[config.mk]
export PLATFORM = sky130hd
export DESIGN_NAME = rsl_strap_latch
export DESIGN_NICKNAME = d
export VERILOG_FILES = /design/src/rtl/rsl_pkg.sv /design/src/rtl/rsl_cfg_if.sv /design/src/rtl/rsl_strap_latch.sv /design/src/rtl/rsl_sampler.sv
export VERILOG_INCLUDE_DIRS = /design/src /design/src/rtl
export SDC_FILE = /design/constraint.sdc
export NUM_CORES = 1
export LEC_CHECK = 0
export BUFFER_PORTS_ARGS = -buffer_cell sky130_fd_sc_hd__buf_2
export CORE_MARGIN = 10
export CORE_UTILIZATION = 29
export DETAILED_ROUTE_END_ITERATION = 8
export HOLD_SLACK_MARGIN = 0.03
export PLACE_DENSITY = 0.7
export SLEW_MARGIN = 10
export SYNTH_ARGS = -nofsm -noshare
export SYNTH_HDL_FRONTEND = slang
export SYNTH_SLANG_ARGS = --single-unit
[constraint.sdc]
create_clock -name pclk -period 1.13 [get_ports pclk]
set_input_delay 0 -clock pclk [delete_from_list [all_inputs] [get_ports pclk]]
set_output_delay 0 -clock pclk [all_outputs]
set_load 0.05 [all_outputs]
[src/rtl/rsl_defs.svh]
// Offsets, pin positions, field positions, reset values and counts for the strap latch.
`ifndef RSL_DEFS_SVH
`define RSL_DEFS_SVH

`define RSL_PIN_W          9
`define RSL_PIN_RXD0       0
`define RSL_PIN_RXD1       1
`define RSL_PIN_RXD2       2
`define RSL_PIN_RXD3       3
`define RSL_PIN_RXDV       4
`define RSL_PIN_CRS        5
`define RSL_PIN_RXC        6
`define RSL_PIN_RXER       7
`define RSL_PIN_INTR       8
`define RSL_PULL_UP_MASK   9'h109
`define RSL_SYNC_STAGES    2

`define RSL_OFS_STATUS     12'h000
`define RSL_OFS_CTRL       12'h004

`define RSL_ST_ADDR_LSB    0
`define RSL_ST_MODE_LSB    3
`define RSL_ST_NORMAL      6
`define RSL_ST_B2B         7
`define RSL_ST_MDIX        8
`define RSL_ST_RSVD        9
`define RSL_ST_NAND        10
`define RSL_ST_EMI_OFF     11
`define RSL_ST_STRAP_A     12
`define RSL_ST_VALID       13
`define RSL_CTRL_ANEG_EN   0
`define RSL_CTRL_RESET     32'h0000_0000

`define RSL_MODE_NORMAL    3'h0
`define RSL_MODE_NORM_MDIX 3'h2
`define RSL_MODE_B2B_MDIX  3'h6

`endif

[src/rtl/rsl_pkg.sv]
// Types shared by the strap latch modules.
package rsl_pkg;

  typedef enum logic [2:0]
  {
    RSL_ST_WAIT = 3'b001,
    RSL_ST_CAPT = 3'b010,
    RSL_ST_RUN  = 3'b100
  } rsl_state_t;

  typedef struct packed
  {
    logic normal;
    logic b2b;
    logic mdix;
    logic rsvd;
  } rsl_mode_t;

endpackage

[src/rtl/rsl_cfg_if.sv]
// Captured strap values passed from the sampler to the top module.
`timescale 1ns/1ps
`default_nettype none
interface rsl_cfg_if;
  logic       done;
  logic [2:0] phy_addr;
  logic [2:0] mode_code;
  logic       strap_a;
  logic       nand_n;
  logic       emi_off;

  modport src (output done, output phy_addr, output mode_code, output strap_a, output nand_n,
               output emi_off);
  modport dst (input done, input phy_addr, input mode_code, input strap_a, input nand_n,
               input emi_off);
endinterface
`default_nettype wire

[src/rtl/rsl_strap_latch.sv]
// Strap latch top: pin turnaround, decoded configuration and APB registers.
// Notes on behaviour
// - Every strap pin is sampled at reset release and held afterwards.
// - Three address straps form a PHY management address from 0 to 7.
// - Receive data 3, 2, 1 supply address bits 0, 1, 2.
// - Negotiation strap high disables; stored inverted into the control bit.
// - Low test-chain strap at release enables test mode; high leaves it off.
// - High filter strap at release disables emission filtering; low keeps it.
// - Shared pins are pulled inputs during reset, then drive their normal outputs.
//
// The implementer's own choices: the register addresses and the APB interface to the registers.
`timescale 1ns/1ps
`default_nettype none
`include "rsl_defs.svh"
module rsl_strap_latch
  import rsl_pkg::*;
#(
  parameter int PADDR_W = 12
)
(
  input  wire logic                  pclk,
  input  wire logic                  presetn,
  input  wire logic                  psel,
  input  wire logic                  penable,
  input  wire logic                  pwrite,
  input  wire logic [PADDR_W-1:0]    paddr,
  input  wire logic [31:0]           pwdata,
  input  wire logic [3:0]            pstrb,
  output logic [31:0]                prdata,
  output logic                       pready,
  output logic                       pslverr,
  input  wire logic [`RSL_PIN_W-1:0] strap_pin_i,
  output logic [`RSL_PIN_W-1:0]      strap_pin_o,
  output logic [`RSL_PIN_W-1:0]      strap_pin_oe,
  output logic [`RSL_PIN_W-1:0]      strap_pull_en,
  output logic [`RSL_PIN_W-1:0]      strap_pull_up,
  input  wire logic [`RSL_PIN_W-1:0] func_out,
  output logic [2:0]                 phy_addr_strap,
  output logic                       mode_normal,
  output logic                       mode_b2b,
  output logic                       auto_mdix_en,
  output logic                       mode_reserved,
  output logic                       aneg_en,
  output logic                       nand_tree_en,
  output logic                       emi_filter_off_strap,
  output logic                       cfg_valid
);

  if (PADDR_W < 3 || PADDR_W > 32)
  begin : g_bad_width
    $error("PADDR_W must lie between 3 and 32.");
  end

  function automatic rsl_mode_t decode_mode(input logic [2:0] code);
    rsl_mode_t m;
    m = '{normal: 1'b0, b2b: 1'b0, mdix: 1'b0, rsvd: 1'b0};
    if (code == `RSL_MODE_NORMAL)
      m.normal = 1'b1;
    else if (code == `RSL_MODE_NORM_MDIX)
    begin
      m.normal = 1'b1;
      m.mdix   = 1'b1;
    end
    else if (code == `RSL_MODE_B2B_MDIX)
    begin
      m.b2b  = 1'b1;
      m.mdix = 1'b1;
    end
    else
      m.rsvd = 1'b1;
    return m;
  endfunction

  function automatic logic addr_hit(input logic [PADDR_W-1:0] a, input logic [11:0] ofs);
    return a == PADDR_W'(ofs);
  endfunction

  rsl_cfg_if cfg ();

  rsl_sampler u_sampler
  (
    .pclk    (pclk),
    .presetn (presetn),
    .pin_i   (strap_pin_i),
    .cfg     (cfg.src)
  );

  // Configuration outputs and pin turnaround.
  rsl_mode_t             mode_d;
  logic [`RSL_PIN_W-1:0] oe_q;
  logic [`RSL_PIN_W-1:0] oe_d;
  logic [`RSL_PIN_W-1:0] pout_q;
  logic [`RSL_PIN_W-1:0] pout_d;
  logic [`RSL_PIN_W-1:0] pull_en_q;
  logic [`RSL_PIN_W-1:0] pull_en_d;
  logic [2:0]            addr_q;
  logic [2:0]            code_q;
  rsl_mode_t             mode_q;
  logic                  nand_q;
  logic                  emi_q;
  logic                  sa_q;
  logic                  valid_q;
  logic                  aneg_q;
  logic                  aneg_d;

  always_comb
  begin
    mode_d    = decode_mode(cfg.mode_code);
    // Pins stay released until the capture is done so the board pulls set the level.
    oe_d      = cfg.done ? {`RSL_PIN_W{1'b1}} : {`RSL_PIN_W{1'b0}};
    pull_en_d = cfg.done ? {`RSL_PIN_W{1'b0}} : {`RSL_PIN_W{1'b1}};
    pout_d    = cfg.done ? func_out : {`RSL_PIN_W{1'b0}};
  end

  always_ff @(posedge pclk or negedge presetn)
  begin
    if (!presetn)
    begin
      oe_q      <= {`RSL_PIN_W{1'b0}};
      pout_q    <= {`RSL_PIN_W{1'b0}};
      pull_en_q <= {`RSL_PIN_W{1'b1}};
      addr_q    <= 3'h0;
      code_q    <= 3'h0;
      mode_q    <= '{normal: 1'b0, b2b: 1'b0, mdix: 1'b0, rsvd: 1'b0};
      nand_q    <= 1'b0;
      emi_q     <= 1'b0;
      sa_q      <= 1'b1;
      valid_q   <= 1'b0;
    end
    else
    begin
      oe_q      <= oe_d;
      pout_q    <= pout_d;
      pull_en_q <= pull_en_d;
      addr_q    <= cfg.phy_addr;
      code_q    <= cfg.mode_code;
      mode_q    <= cfg.done ? mode_d : mode_q;
      nand_q    <= cfg.done & ~cfg.nand_n;
      emi_q     <= cfg.done & cfg.emi_off;
      sa_q      <= cfg.strap_a;
      valid_q   <= cfg.done;
    end
  end

  // APB slave: the answer comes one cycle into the access phase.
  logic        rdy_q;
  logic        rdy_d;
  logic        err_q;
  logic        err_d;
  logic [31:0] rdata_q;
  logic [31:0] rdata_d;
  logic [31:0] status_w;
  logic        hit_st;
  logic        hit_ctrl;
  logic        wr_fire;
  logic        cap_edge;
  logic        done_q;

  always_comb
  begin
    status_w = 32'h0;
    status_w[`RSL_ST_ADDR_LSB +: 3] = addr_q;
    status_w[`RSL_ST_MODE_LSB +: 3] = code_q;
    status_w[`RSL_ST_NORMAL]        = mode_q.normal;
    status_w[`RSL_ST_B2B]           = mode_q.b2b;
    status_w[`RSL_ST_MDIX]          = mode_q.mdix;
    status_w[`RSL_ST_RSVD]          = mode_q.rsvd;
    status_w[`RSL_ST_NAND]          = nand_q;
    status_w[`RSL_ST_EMI_OFF]       = emi_q;
    status_w[`RSL_ST_STRAP_A]       = sa_q;
    status_w[`RSL_ST_VALID]         = valid_q;
    hit_st   = addr_hit(paddr, `RSL_OFS_STATUS);
    hit_ctrl = addr_hit(paddr, `RSL_OFS_CTRL);
    rdy_d    = psel & penable & ~rdy_q;
    err_d    = rdy_d & ~hit_st & ~hit_ctrl;
    rdata_d  = 32'h0;
    if (rdy_d && !pwrite && hit_st)
      rdata_d = status_w;
    else if (rdy_d && !pwrite && hit_ctrl)
      rdata_d[`RSL_CTRL_ANEG_EN] = aneg_q;
    wr_fire  = psel & penable & rdy_q & pwrite & hit_ctrl & pstrb[0];
    cap_edge = cfg.done & ~done_q;
    // The one-time load from the strap outranks a write landing on the same edge.
    if (cap_edge)
      aneg_d = ~cfg.strap_a;
    else if (wr_fire)
      aneg_d = pwdata[`RSL_CTRL_ANEG_EN];
    else
      aneg_d = aneg_q;
  end

  always_ff @(posedge pclk or negedge presetn)
  begin
    if (!presetn)
    begin
      rdy_q   <= 1'b0;
      err_q   <= 1'b0;
      rdata_q <= 32'h0;
      aneg_q  <= 1'(`RSL_CTRL_RESET);
      done_q  <= 1'b0;
    end
    else
    begin
      rdy_q   <= rdy_d;
      err_q   <= err_d;
      rdata_q <= rdata_d;
      aneg_q  <= aneg_d;
      done_q  <= cfg.done;
    end
  end

  assign prdata               = rdata_q;
  assign pready               = rdy_q;
  assign pslverr              = err_q;
  assign strap_pin_o          = pout_q;
  assign strap_pin_oe         = oe_q;
  assign strap_pull_en        = pull_en_q;
  assign strap_pull_up        = `RSL_PULL_UP_MASK;
  assign phy_addr_strap       = addr_q;
  assign mode_normal          = mode_q.normal;
  assign mode_b2b             = mode_q.b2b;
  assign auto_mdix_en         = mode_q.mdix;
  assign mode_reserved        = mode_q.rsvd;
  assign aneg_en              = aneg_q;
  assign nand_tree_en         = nand_q;
  assign emi_filter_off_strap = emi_q;
  assign cfg_valid            = valid_q;
endmodule // rsl_strap_latch
`default_nettype wire

[src/rtl/rsl_sampler.sv]
// Synchronises the strap pins and captures them once after reset release.
`timescale 1ns/1ps
`default_nettype none
`include "rsl_defs.svh"
module rsl_sampler
  import rsl_pkg::*;
(
  input  wire logic                  pclk,
  input  wire logic                  presetn,
  input  wire logic [`RSL_PIN_W-1:0] pin_i,
  rsl_cfg_if.src                     cfg
);
  logic [`RSL_PIN_W-1:0] sync1_q;
  logic [`RSL_PIN_W-1:0] sync2_q;
  rsl_state_t            state_q;
  rsl_state_t            state_d;
  logic [`RSL_PIN_W-1:0] cap_q;
  logic [`RSL_PIN_W-1:0] cap_d;
  logic                  armed_q;
  logic                  armed_d;

  // The first stage of the pipeline is read only by the second stage.
  always_ff @(posedge pclk or negedge presetn)
  begin
    if (!presetn)
    begin
      sync1_q <= `RSL_PULL_UP_MASK;
      sync2_q <= `RSL_PULL_UP_MASK;
    end
    else
    begin
      sync1_q <= pin_i;
      sync2_q <= sync1_q;
    end
  end

  // The level seen at the first edge after release needs two edges to leave the second
  // stage, so WAIT lasts two cycles; pins stay undriven inputs until RUN.
  always_comb
  begin
    state_d = state_q;
    cap_d   = cap_q;
    armed_d = 1'b1;
    case (state_q)
      RSL_ST_WAIT: state_d = armed_q ? RSL_ST_CAPT : RSL_ST_WAIT;
      RSL_ST_CAPT:
      begin
        cap_d   = sync2_q;
        state_d = RSL_ST_RUN;
      end
      RSL_ST_RUN:  state_d = RSL_ST_RUN;
      default:     state_d = RSL_ST_WAIT;
    endcase
  end

  always_ff @(posedge pclk or negedge presetn)
  begin
    if (!presetn)
    begin
      state_q <= RSL_ST_WAIT;
      cap_q   <= `RSL_PULL_UP_MASK;
      armed_q <= 1'b0;
    end
    else
    begin
      state_q <= state_d;
      cap_q   <= cap_d;
      armed_q <= armed_d;
    end
  end

  assign cfg.done      = (state_q == RSL_ST_RUN);
  assign cfg.phy_addr  = {cap_q[`RSL_PIN_RXD1], cap_q[`RSL_PIN_RXD2],
                          cap_q[`RSL_PIN_RXD3]};
  assign cfg.mode_code = {cap_q[`RSL_PIN_RXDV], cap_q[`RSL_PIN_CRS], cap_q[`RSL_PIN_RXC]};
  assign cfg.strap_a   = cap_q[`RSL_PIN_RXD0];
  assign cfg.nand_n    = cap_q[`RSL_PIN_INTR];
  assign cfg.emi_off   = cap_q[`RSL_PIN_RXER];
endmodule // rsl_sampler
`default_nettype wire

==> flow_summary.ini, run 1 <==
[layout]
fin_area_mm2 = 0.00399
diodes = 0
final_nets = 383
area_delta_synth_final_pct = 48.8
post-route-util = 0.438
drive_gt1_frac = 0.530

[placement]
hpwl_um = 4310
dp_slack_ps = -113
placed_cell_area_mm2 = 0.00316
port_buffers = 90
gp_congestion = 0.708

[cts]
clock_latency_ps = 340
cts_buffer_depth = 2
clkTransAtPathRegs_ps = 80
htree_levels = 3
hold_buffers = 21
root_buffer = clkbuf_8
cts_tree = done
cts_sinks = 72
numCtsBuffers = 9

[synthesis]
synth_edf_count = 0
yosys.area_share.simple = 0.127
ys.flop_type = dfrtp_1
yosysTopAreaCellShare = 0.561
muxShareOfSynthArea = 0.0374
yosysWarnings = 0
syn-cell-area_mm2 = 0.00268
synth_cell_types = 30
synth_top_area_cell = dfrtp_1
syn_avg_cell_area_um2 = 13.9
ys_ff_latch = 72
synth_top_family_by_area = buffers and inverters
synth_compound_area_frac = 0.0196
synth_seq_area_share = 0.679
synth_fa_ha_area_frac = 0
synth-xor-area-share = 0
async_reset_ff_frac = 1.00
synthCells = 192
yosys-top-cells-area = dfrtp_1 (56%), buf_4 (12%), dfstp_2 (12%)

[pwr]
p_sw_frac = 0.332
clockPowerShare = 0.306
power.leakage_nw = 2.03
powerDensity_mw_per_mm2 = 2160
internal-power_w = 0.00574
pwr-share-seq = 0.403
switchingPower_w = 0.00285
vdd_drop_max_uv = 772
combPwrFrac = 0.290

[job]
cap_violations = 0

[routing]
dr_total_vias = 1668
dr.first_iter.drc_count = 46
postRouteAntennaNets = 0
drt-total-wl_um = 5880
drt_pass1_iterations = 6
post_drt_wl_per_cell_um = 13.7
drc_errors = 0
vias_per_cell = 3.90

[global_routing]
antenna_found_initial = 0
grt_pass1_vias = 1730
grt_pass1_wl_um = 8850
grt.total_usage = 0.0844
grt_max_degree = 28
overflow = 0

[die]
core_area_mm2 = 0.00911
io_pins = 152
rows = 35
die_h_um = 116
die_x_um = 116
start_util = 0.294
die-area_mm2 = 0.0135

[run_status]
violations = negative setup slack
status = complete, but fails checks

[sta]
fin_setup_tns_ps = -2530
rsz0062_at_grt = true
final_max_slew_viol_count = 0
fin_skew_ps = 10.7
period_needed_ps = 1260
max_freq_mhz = 796
worst_slack_ps = -126
report.final.hold_viol_count = 0
setup_viol = 45
fin_crit_sh = 1.11

[critical_path]
crit_chain = buf_12 -> buf_6 -> buf_8
crit_fanout = 5
reg2reg_to = u_sampler.cap_q[7]
crit_type = flip-flop to output port
crit_path_start_kind = flip-flop
setup.worst_path.end_class = output port
cp_slowest_cell = dfstp_2
critical_path.max_stage_delay_ps = 570
rrSetupSlack_ps = -120
rr_worst_depth = 3
crit_start = strap_pull_en[7]
timing.rr.start = u_sampler.state_q[1]
required_ps = 1130
arrival_ps = 1260

[hold_path]
hold_end = prdata[0]
hold_depth = 4
holdCritStartpoint = paddr[3]
hold_class = input port to flip-flop
-- synth_stat cells (all sizes together), types with 2 or more instances --
library cell  instances
dfrtp                60
buf                  46
and2                 23
dfstp                12
nand2                10
mux2                  8
nor2                  4
nor4                  4
inv                   3
nor3                  3
conb                  2
nor3b                 2
o21ai                 2
o31ai                 2
or2                   2
-- power groups by stage --
| stage | sequential, W | clock [W] | combinational, W |
|---|---|---|---|
| after floorplan | 0.00398 | 0 | 0.00115 |
| after global routing | 0.00355 | 0.00281 | 0.00262 |
| after global placement | 0.00345 | 0 | 0.00209 |
| after CTS | 0.00342 | 0.00269 | 0.00231 |
| final | 0.00346 | 0.00263 | 0.00249 |
| after detailed placement | 0.00346 | 0 | 0.00211 |
-- repair_timing --
item | in CTS | in global routing
endpoints found under the hold margin | 84 | 1
gates cloned | 0 | 1
setup buffers | 4 | 3
endpoints found under the setup margin | 46 | 52
pin swaps | 2 | 1
gates resized for setup | 40 | 41
-- cells by family after synthesis --
kind of cell	after synthesis
other	2
flip-flops	72
multiplexers	9
buffers and inverters	50
AO/OA/AOI/OAI	8
AND/OR/NAND/NOR	51
-- critical path: cells and delay by family, from the launching register on --
| family | cells | cell delay (ps) |
|---|---|---|
| buffers and inverters | 3 | 350 |
| flip-flops | 1 | 570 |
-- cells in the final DEF (no fill, tap or decap), types with 3 or more instances in the layout --
cell           count
nand2_1            8
dlygate4sd3_1     21
buf_2             70
and2_4             6
and2_1            17
nor3_1             3
dfstp_2           12
buf_6             19
dfrtp_1           58
conb_1            28
buf_8              9
clkbuf_8           9
nor2_1             3
nor4_4             4
buf_4              7
buf_12             4
bufinv_16          4
mux2_4             8
-- metrics by stage --
| stage | power (W) | instances | hold WS (ps) |
|---|---|---|---|
| finish | 0.00859 | 428 | 17.7 |
| global placement | 0.00554 | 383 | -75.2 |
| floorplan | 0.00513 | 218 | -296 |
| detailed placement | 0.00557 | 383 | -69.4 |
| global route | 0.00898 | 428 | 13.7 |
| CTS | 0.00843 | 424 | -19.4 |
-- sequential cells by signal (all words and copies together), names as in the netlist, 3 cells and up --
signal / cells
code_q: 3
phy_addr_strap: 3
prdata: 14
strap_pin_o: 9
u_sampler.cap_q: 9
u_sampler.state_q: 3
u_sampler.sync1_q: 9
u_sampler.sync2_q: 9
-- worst max-delay path by stage --
stage / to / cells after the start / slack [ps]
2_1_floorplan: prdata[6] / 4 / -160
3_3_place_gp: aneg_en / 5 / -90
3_5_place_dp: aneg_en / 5 / -110
4_1_cts: u_sampler.cap_q[7] / 3 / -130
5_1_grt: strap_pull_en[2] / 3 / -170
6_report: strap_pull_en[6] / 3 / -130
-- area by class of cell --
| type | count | area [um2] |
|---|---|---|
| Clock inverter | 7 | 141 |
| Fill cell | 832 | 5120 |
| Inverter | 3 | 11.3 |
| Clock buffer | 9 | 124 |
| Timing Repair Buffer | 130 | 1040 |
| Sequential cell | 72 | 1820 |
| Multi-Input combinational cell | 96 | 708 |
| Tap cell | 111 | 139 |
-- layer usage --
layer  vias to the layer above  share of wire  GRT usage
met5                         -              0          0
met4                         0         0.0099     0.0450
met3                         4          0.073     0.0257
met2                        57           0.56      0.148
met1                       815           0.36     0.0889
li1                        792              -          -
No activity file was read; power rests on OpenSTA's default activity.
==> run 2: changes to the inputs <==
MAX_ROUTING_LAYER = met4   (was unset)
==> run 2 against run 1 <==
Net effect: utilization fell by 0.21 points; critical endpoint is now strap_pull_en[4]; fmax decreased by 0.61%; the flow still finishes with violations (negative setup slack); highest routed layer unchanged; clock-buffer cell count is the same; sequential share of layout area rose by 0.22 points; setup slack got worse by 7.6 ps; first-iteration DRC count shrank 4.3%; clock power is essentially flat; sequential cell count unchanged; global-route usage grew 0.23 points; clock skew about the same; die area did not move; register-to-register slack hardly changed.
==> flow_summary.ini, run 2 (synthesized netlist as in run 1, its figures left out) <==
[sta]
period_needed_ps = 1260
fin_crit_sh = 1.12
whs_ps = 13.9
final_max_slew_viol_count = 0
report.final.hold_viol_count = 0
setup_viol = 45
fin_skew_ps = 11.1
max_freq_mhz = 792
rsz0062_at_grt = true
worst_slack_ps = -133

[cts]
cts_tree = done
clock_latency_ps = 340
root_buffer = clkbuf_8
cts_sinks = 72
htree_levels = 3
numCtsBuffers = 9
clkTransAtPathRegs_ps = 70
hold_buffers = 21
cts_buffer_depth = 2

[placement]
port_buffers = 90
dp_slack_ps = -113
placed_cell_area_mm2 = 0.00316
hpwl_um = 4310
gp_congestion = 0.716
dp_cells = 383

[die]
die_h_um = 116
rows = 35
die-area_mm2 = 0.0135
start_util = 0.294
die_x_um = 116
io_pins = 152
core_area_mm2 = 0.00911

[global_routing]
grt_max_degree = 28
grt_pass1_vias = 1735
overflow = 0
grt_pass1_wl_um = 8830
antenna_found_initial = 0
grt.total_usage = 0.0867

[layout]
final_nets = 383
largest_reg_flops = 14
fin_area_mm2 = 0.00397
final_cell_mix = buf_2 (70), dfrtp_1 (58), conb_1 (28)
diodes = 0
fillerInstances = 834
area_delta_synth_final_pct = 48.1
drive_gt1_frac = 0.530
final_common_cell = buf_2
instances_no_fill = 428

[critical_path]
crit_path_start_kind = flip-flop
setup.worst_path.end_class = output port
required_ps = 1130
crit_fanout = 5
rrSetupSlack_ps = -120
crit_type = flip-flop to output port
arrival_ps = 1260

[pwr]
vdd_drop_max_uv = 775
powerDensity_mw_per_mm2 = 2160
power.leakage_nw = 2.02

[routing]
postRouteAntennaNets = 0
drc_errors = 0
drt_pass1_iterations = 6
vias_per_cell = 3.89
dr_total_vias = 1664
post_drt_wl_per_cell_um = 13.7
dr.first_iter.drc_count = 44
drt-total-wl_um = 5850

[hold_path]
hold_class = input port to flip-flop

[run_status]
status = complete, but fails checks
violations = negative setup slack

[job]
cap_violations = 0
## run 2: path summary, 6_finish.rpt
kind	startpoint	cells past startpoint	end
setup / recovery	strap_pull_en[7]	3	strap_pull_en[4]
hold / removal	paddr[3]	4	prdata[0]
setup reg to reg	u_sampler.state_q[1]	3	u_sampler.cap_q[7]
hold reg to reg	u_sampler.sync1_q[6]	0	u_sampler.sync2_q[6]
max in group asynchronous	presetn	3	strap_pull_en[7]
min in group asynchronous	presetn	2	mode_b2b
## run 2: routing by layer
metal	part of all wire	global-route usage	vias to the layer above
li1	-	-	790
met1	0.36	0.0905	805
met2	0.55	0.148	61
met3	0.067	0.0231	8
met4	0.016	0.0450	0
met5	0	-	-
## run 2: per-stage QoR
stage	utilization	TNS (ps)	power, W
after global placement	0.347	-1140	0.00554
after detailed placement	0.347	-1870	0.00557
after floorplan	-	-1960	0.00513
after CTS	0.417	-2020	0.00843
after global routing	0.435	-5120	0.00895
final	0.435	-2550	0.00858
## run 2: critical path, stage by stage, from the launching register on
cell and delay [ps]:
dfstp_2 570, buf_12 120, buf_4 100, buf_8 130
## run 2: where the power goes
part | total [W] | internal, W | switching, W
clock network | 0.00264 | 0.00169 | 0.000944
logic | 0.00248 | 0.000913 | 0.00156
registers | 0.00346 | 0.00312 | 0.000342
## run 2: layout make-up
cell class | count | area, um2 | area share
inverters | 3 | 11.3 | 0.00284
multi-input cells | 96 | 708 | 0.179
clock buffers | 9 | 124 | 0.0312
well taps | 111 | 139 | 0.0350
flip-flops and latches | 72 | 1820 | 0.459
clock inverters | 7 | 141 | 0.0356
repair buffers | 130 | 1020 | 0.258
## run 2: what timing repair did
item | in CTS | in global routing
setup endpoints to repair | 46 | 52
resized for setup | 40 | 36
pin swaps | 2 | 1
endpoints found under the hold margin | 84 | 1
setup buffers | 4 | 3
cloned | 0 | 1
==> run 3: changes to the inputs <==
PLACE_DENSITY = 0.68   (was 0.7)
clock period = 1.6 ns   (was 1.13 ns; I/O delays follow)
==> run 3 against run 2 <==
Net effect: the flow now finishes without violations; global-route usage down 0.22 points; cell area decreased by 12%; first-iteration DRC count is 36% higher; power is 42% lower; utilization is 5.3 points lower; clock skew decreased by 3.2 ps; worst hold slack better by 71 ps; die area unchanged; setup slack better by 270 ps; sequential cell count unchanged; critical path type is now input port to flip-flop.
==> flow_summary.ini, run 3 (synthesized netlist as in run 1, its figures left out) <==
[routing]
vias_per_cell = 3.88
postRouteAntennaNets = 0
drt-total-wl_um = 5610
dr.first_iter.drc_count = 60
dr_total_vias = 1620
post_drt_wl_per_cell_um = 13.5
drc_errors = 0
drt_pass1_iterations = 4

[sta]
max_freq_mhz = 684
fin_crit_sh = 0.913
worst_slack_ps = 139
fin_skew_ps = 7.89
fin_setup_tns_ps = 0
rsz0062_at_grt = false
whs_ps = 85.3
report.final.hold_viol_count = 0
setup_viol = 0
period_needed_ps = 1460
final_max_slew_viol_count = 0

[die]
io_pins = 152
rows = 35
die-area_mm2 = 0.0135
start_util = 0.294
die_x_um = 116
core_area_mm2 = 0.00911
die_h_um = 116

[job]
cap_violations = 0

[pwr]
p_total_w = 0.00500
vdd_drop_max_uv = 401
powerDensity_mw_per_mm2 = 1440
power.leakage_nw = 1.81

[placement]
dp_cells = 376
gp_congestion = 0.737
dp_slack_ps = 294
hpwl_um = 4280
port_buffers = 90

[global_routing]
grt_pass1_wl_um = 8610
grt.total_usage = 0.0845
grt_pass1_vias = 1788
antenna_found_initial = 0
overflow = 0
grt_max_degree = 39

[critical_path]
required_ps = 1790
crit_fanout = 3
crit_path_start_kind = input port
arrival_ps = 1660
crit_type = input port to flip-flop
setup.worst_path.end_class = flip-flop

[layout]
largest_reg_flops = 14
area_delta_synth_final_pct = 30.2
instances_no_fill = 417
final_common_cell = buf_2
final_nets = 372
drive_gt1_frac = 0.435
fillerInstances = 868
diodes = 0
final_cell_mix = buf_2 (89), dfrtp_1 (60), conb_1 (28)

[cts]
htree_levels = 3
clkTransAtPathRegs_ps = 70
cts_tree = done
clock_latency_ps = 330
cts_buffer_depth = 2
root_buffer = clkbuf_8
cts_sinks = 72
numCtsBuffers = 9

[run_status]
status = finished clean

[hold_path]
hold_class = input port to flip-flop
## run 3: repair_timing
item	CTS	global route
setup endpoints to repair	0	1
hold buffers	23	0
resized for setup	0	2
hold endpoints to repair	84	0
setup buffers	0	2
## run 3: path summary, 6_finish.rpt
path / depth (start not counted) / from / slack [ps] / to
min in group asynchronous: 2 / presetn / 150 / strap_pin_o[5]
min: 3 / paddr[2] / 90 / prdata[0]
max in group asynchronous: 3 / presetn / 830 / u_sampler.sync1_q[0]
max: 7 / paddr[6] / 140 / aneg_en
min reg2reg: 0 / u_sampler.sync1_q[7] / 350 / u_sampler.sync2_q[7]
max reg2reg: 4 / pready / 300 / prdata[13]
## run 3: final cells by class
class	instances	area (um2)	area share
flip-flops and latches	72	1820	0.521
repair buffers	119	743	0.213
multi-input cells	96	603	0.173
well taps	111	139	0.0398
clock buffers	10	138	0.0395
clock inverters	6	35.0	0.0101
inverters	3	11.3	0.00323
## run 3: worst max-delay path, stage by stage
cell and delay, ps:
dlygate4sd3_1 530, buf_2 130, nor4_4 150, nand3_2 120, buf_4 150, o41ai_1 440
a22oi_1 130
## run 3: per-layer routing
metal | vias to the layer above | share of wire | GRT usage
li1 | 762 | - | -
met1 | 790 | 0.38 | 0.0844
met2 | 60 | 0.53 | 0.145
met3 | 8 | 0.071 | 0.0313
met4 | 0 | 0.018 | 0.0384
met5 | - | 0 | -
## run 3: power by group
| part | switching [W] | internal, W |
|---|---|---|
| clock | 0.000631 | 0.000593 |
| sequential | 0.000200 | 0.00220 |
| combinational | 0.00103 | 0.000346 |
| total | 0.00186 | 0.00314 |
## run 3: through the flow
stage	instance area [um2]	utilization
after floorplan	2780	-
after global placement	3060	0.336
after detailed placement	3060	0.336
after CTS	3460	0.380
after global routing	3490	0.383
final	3490	0.383
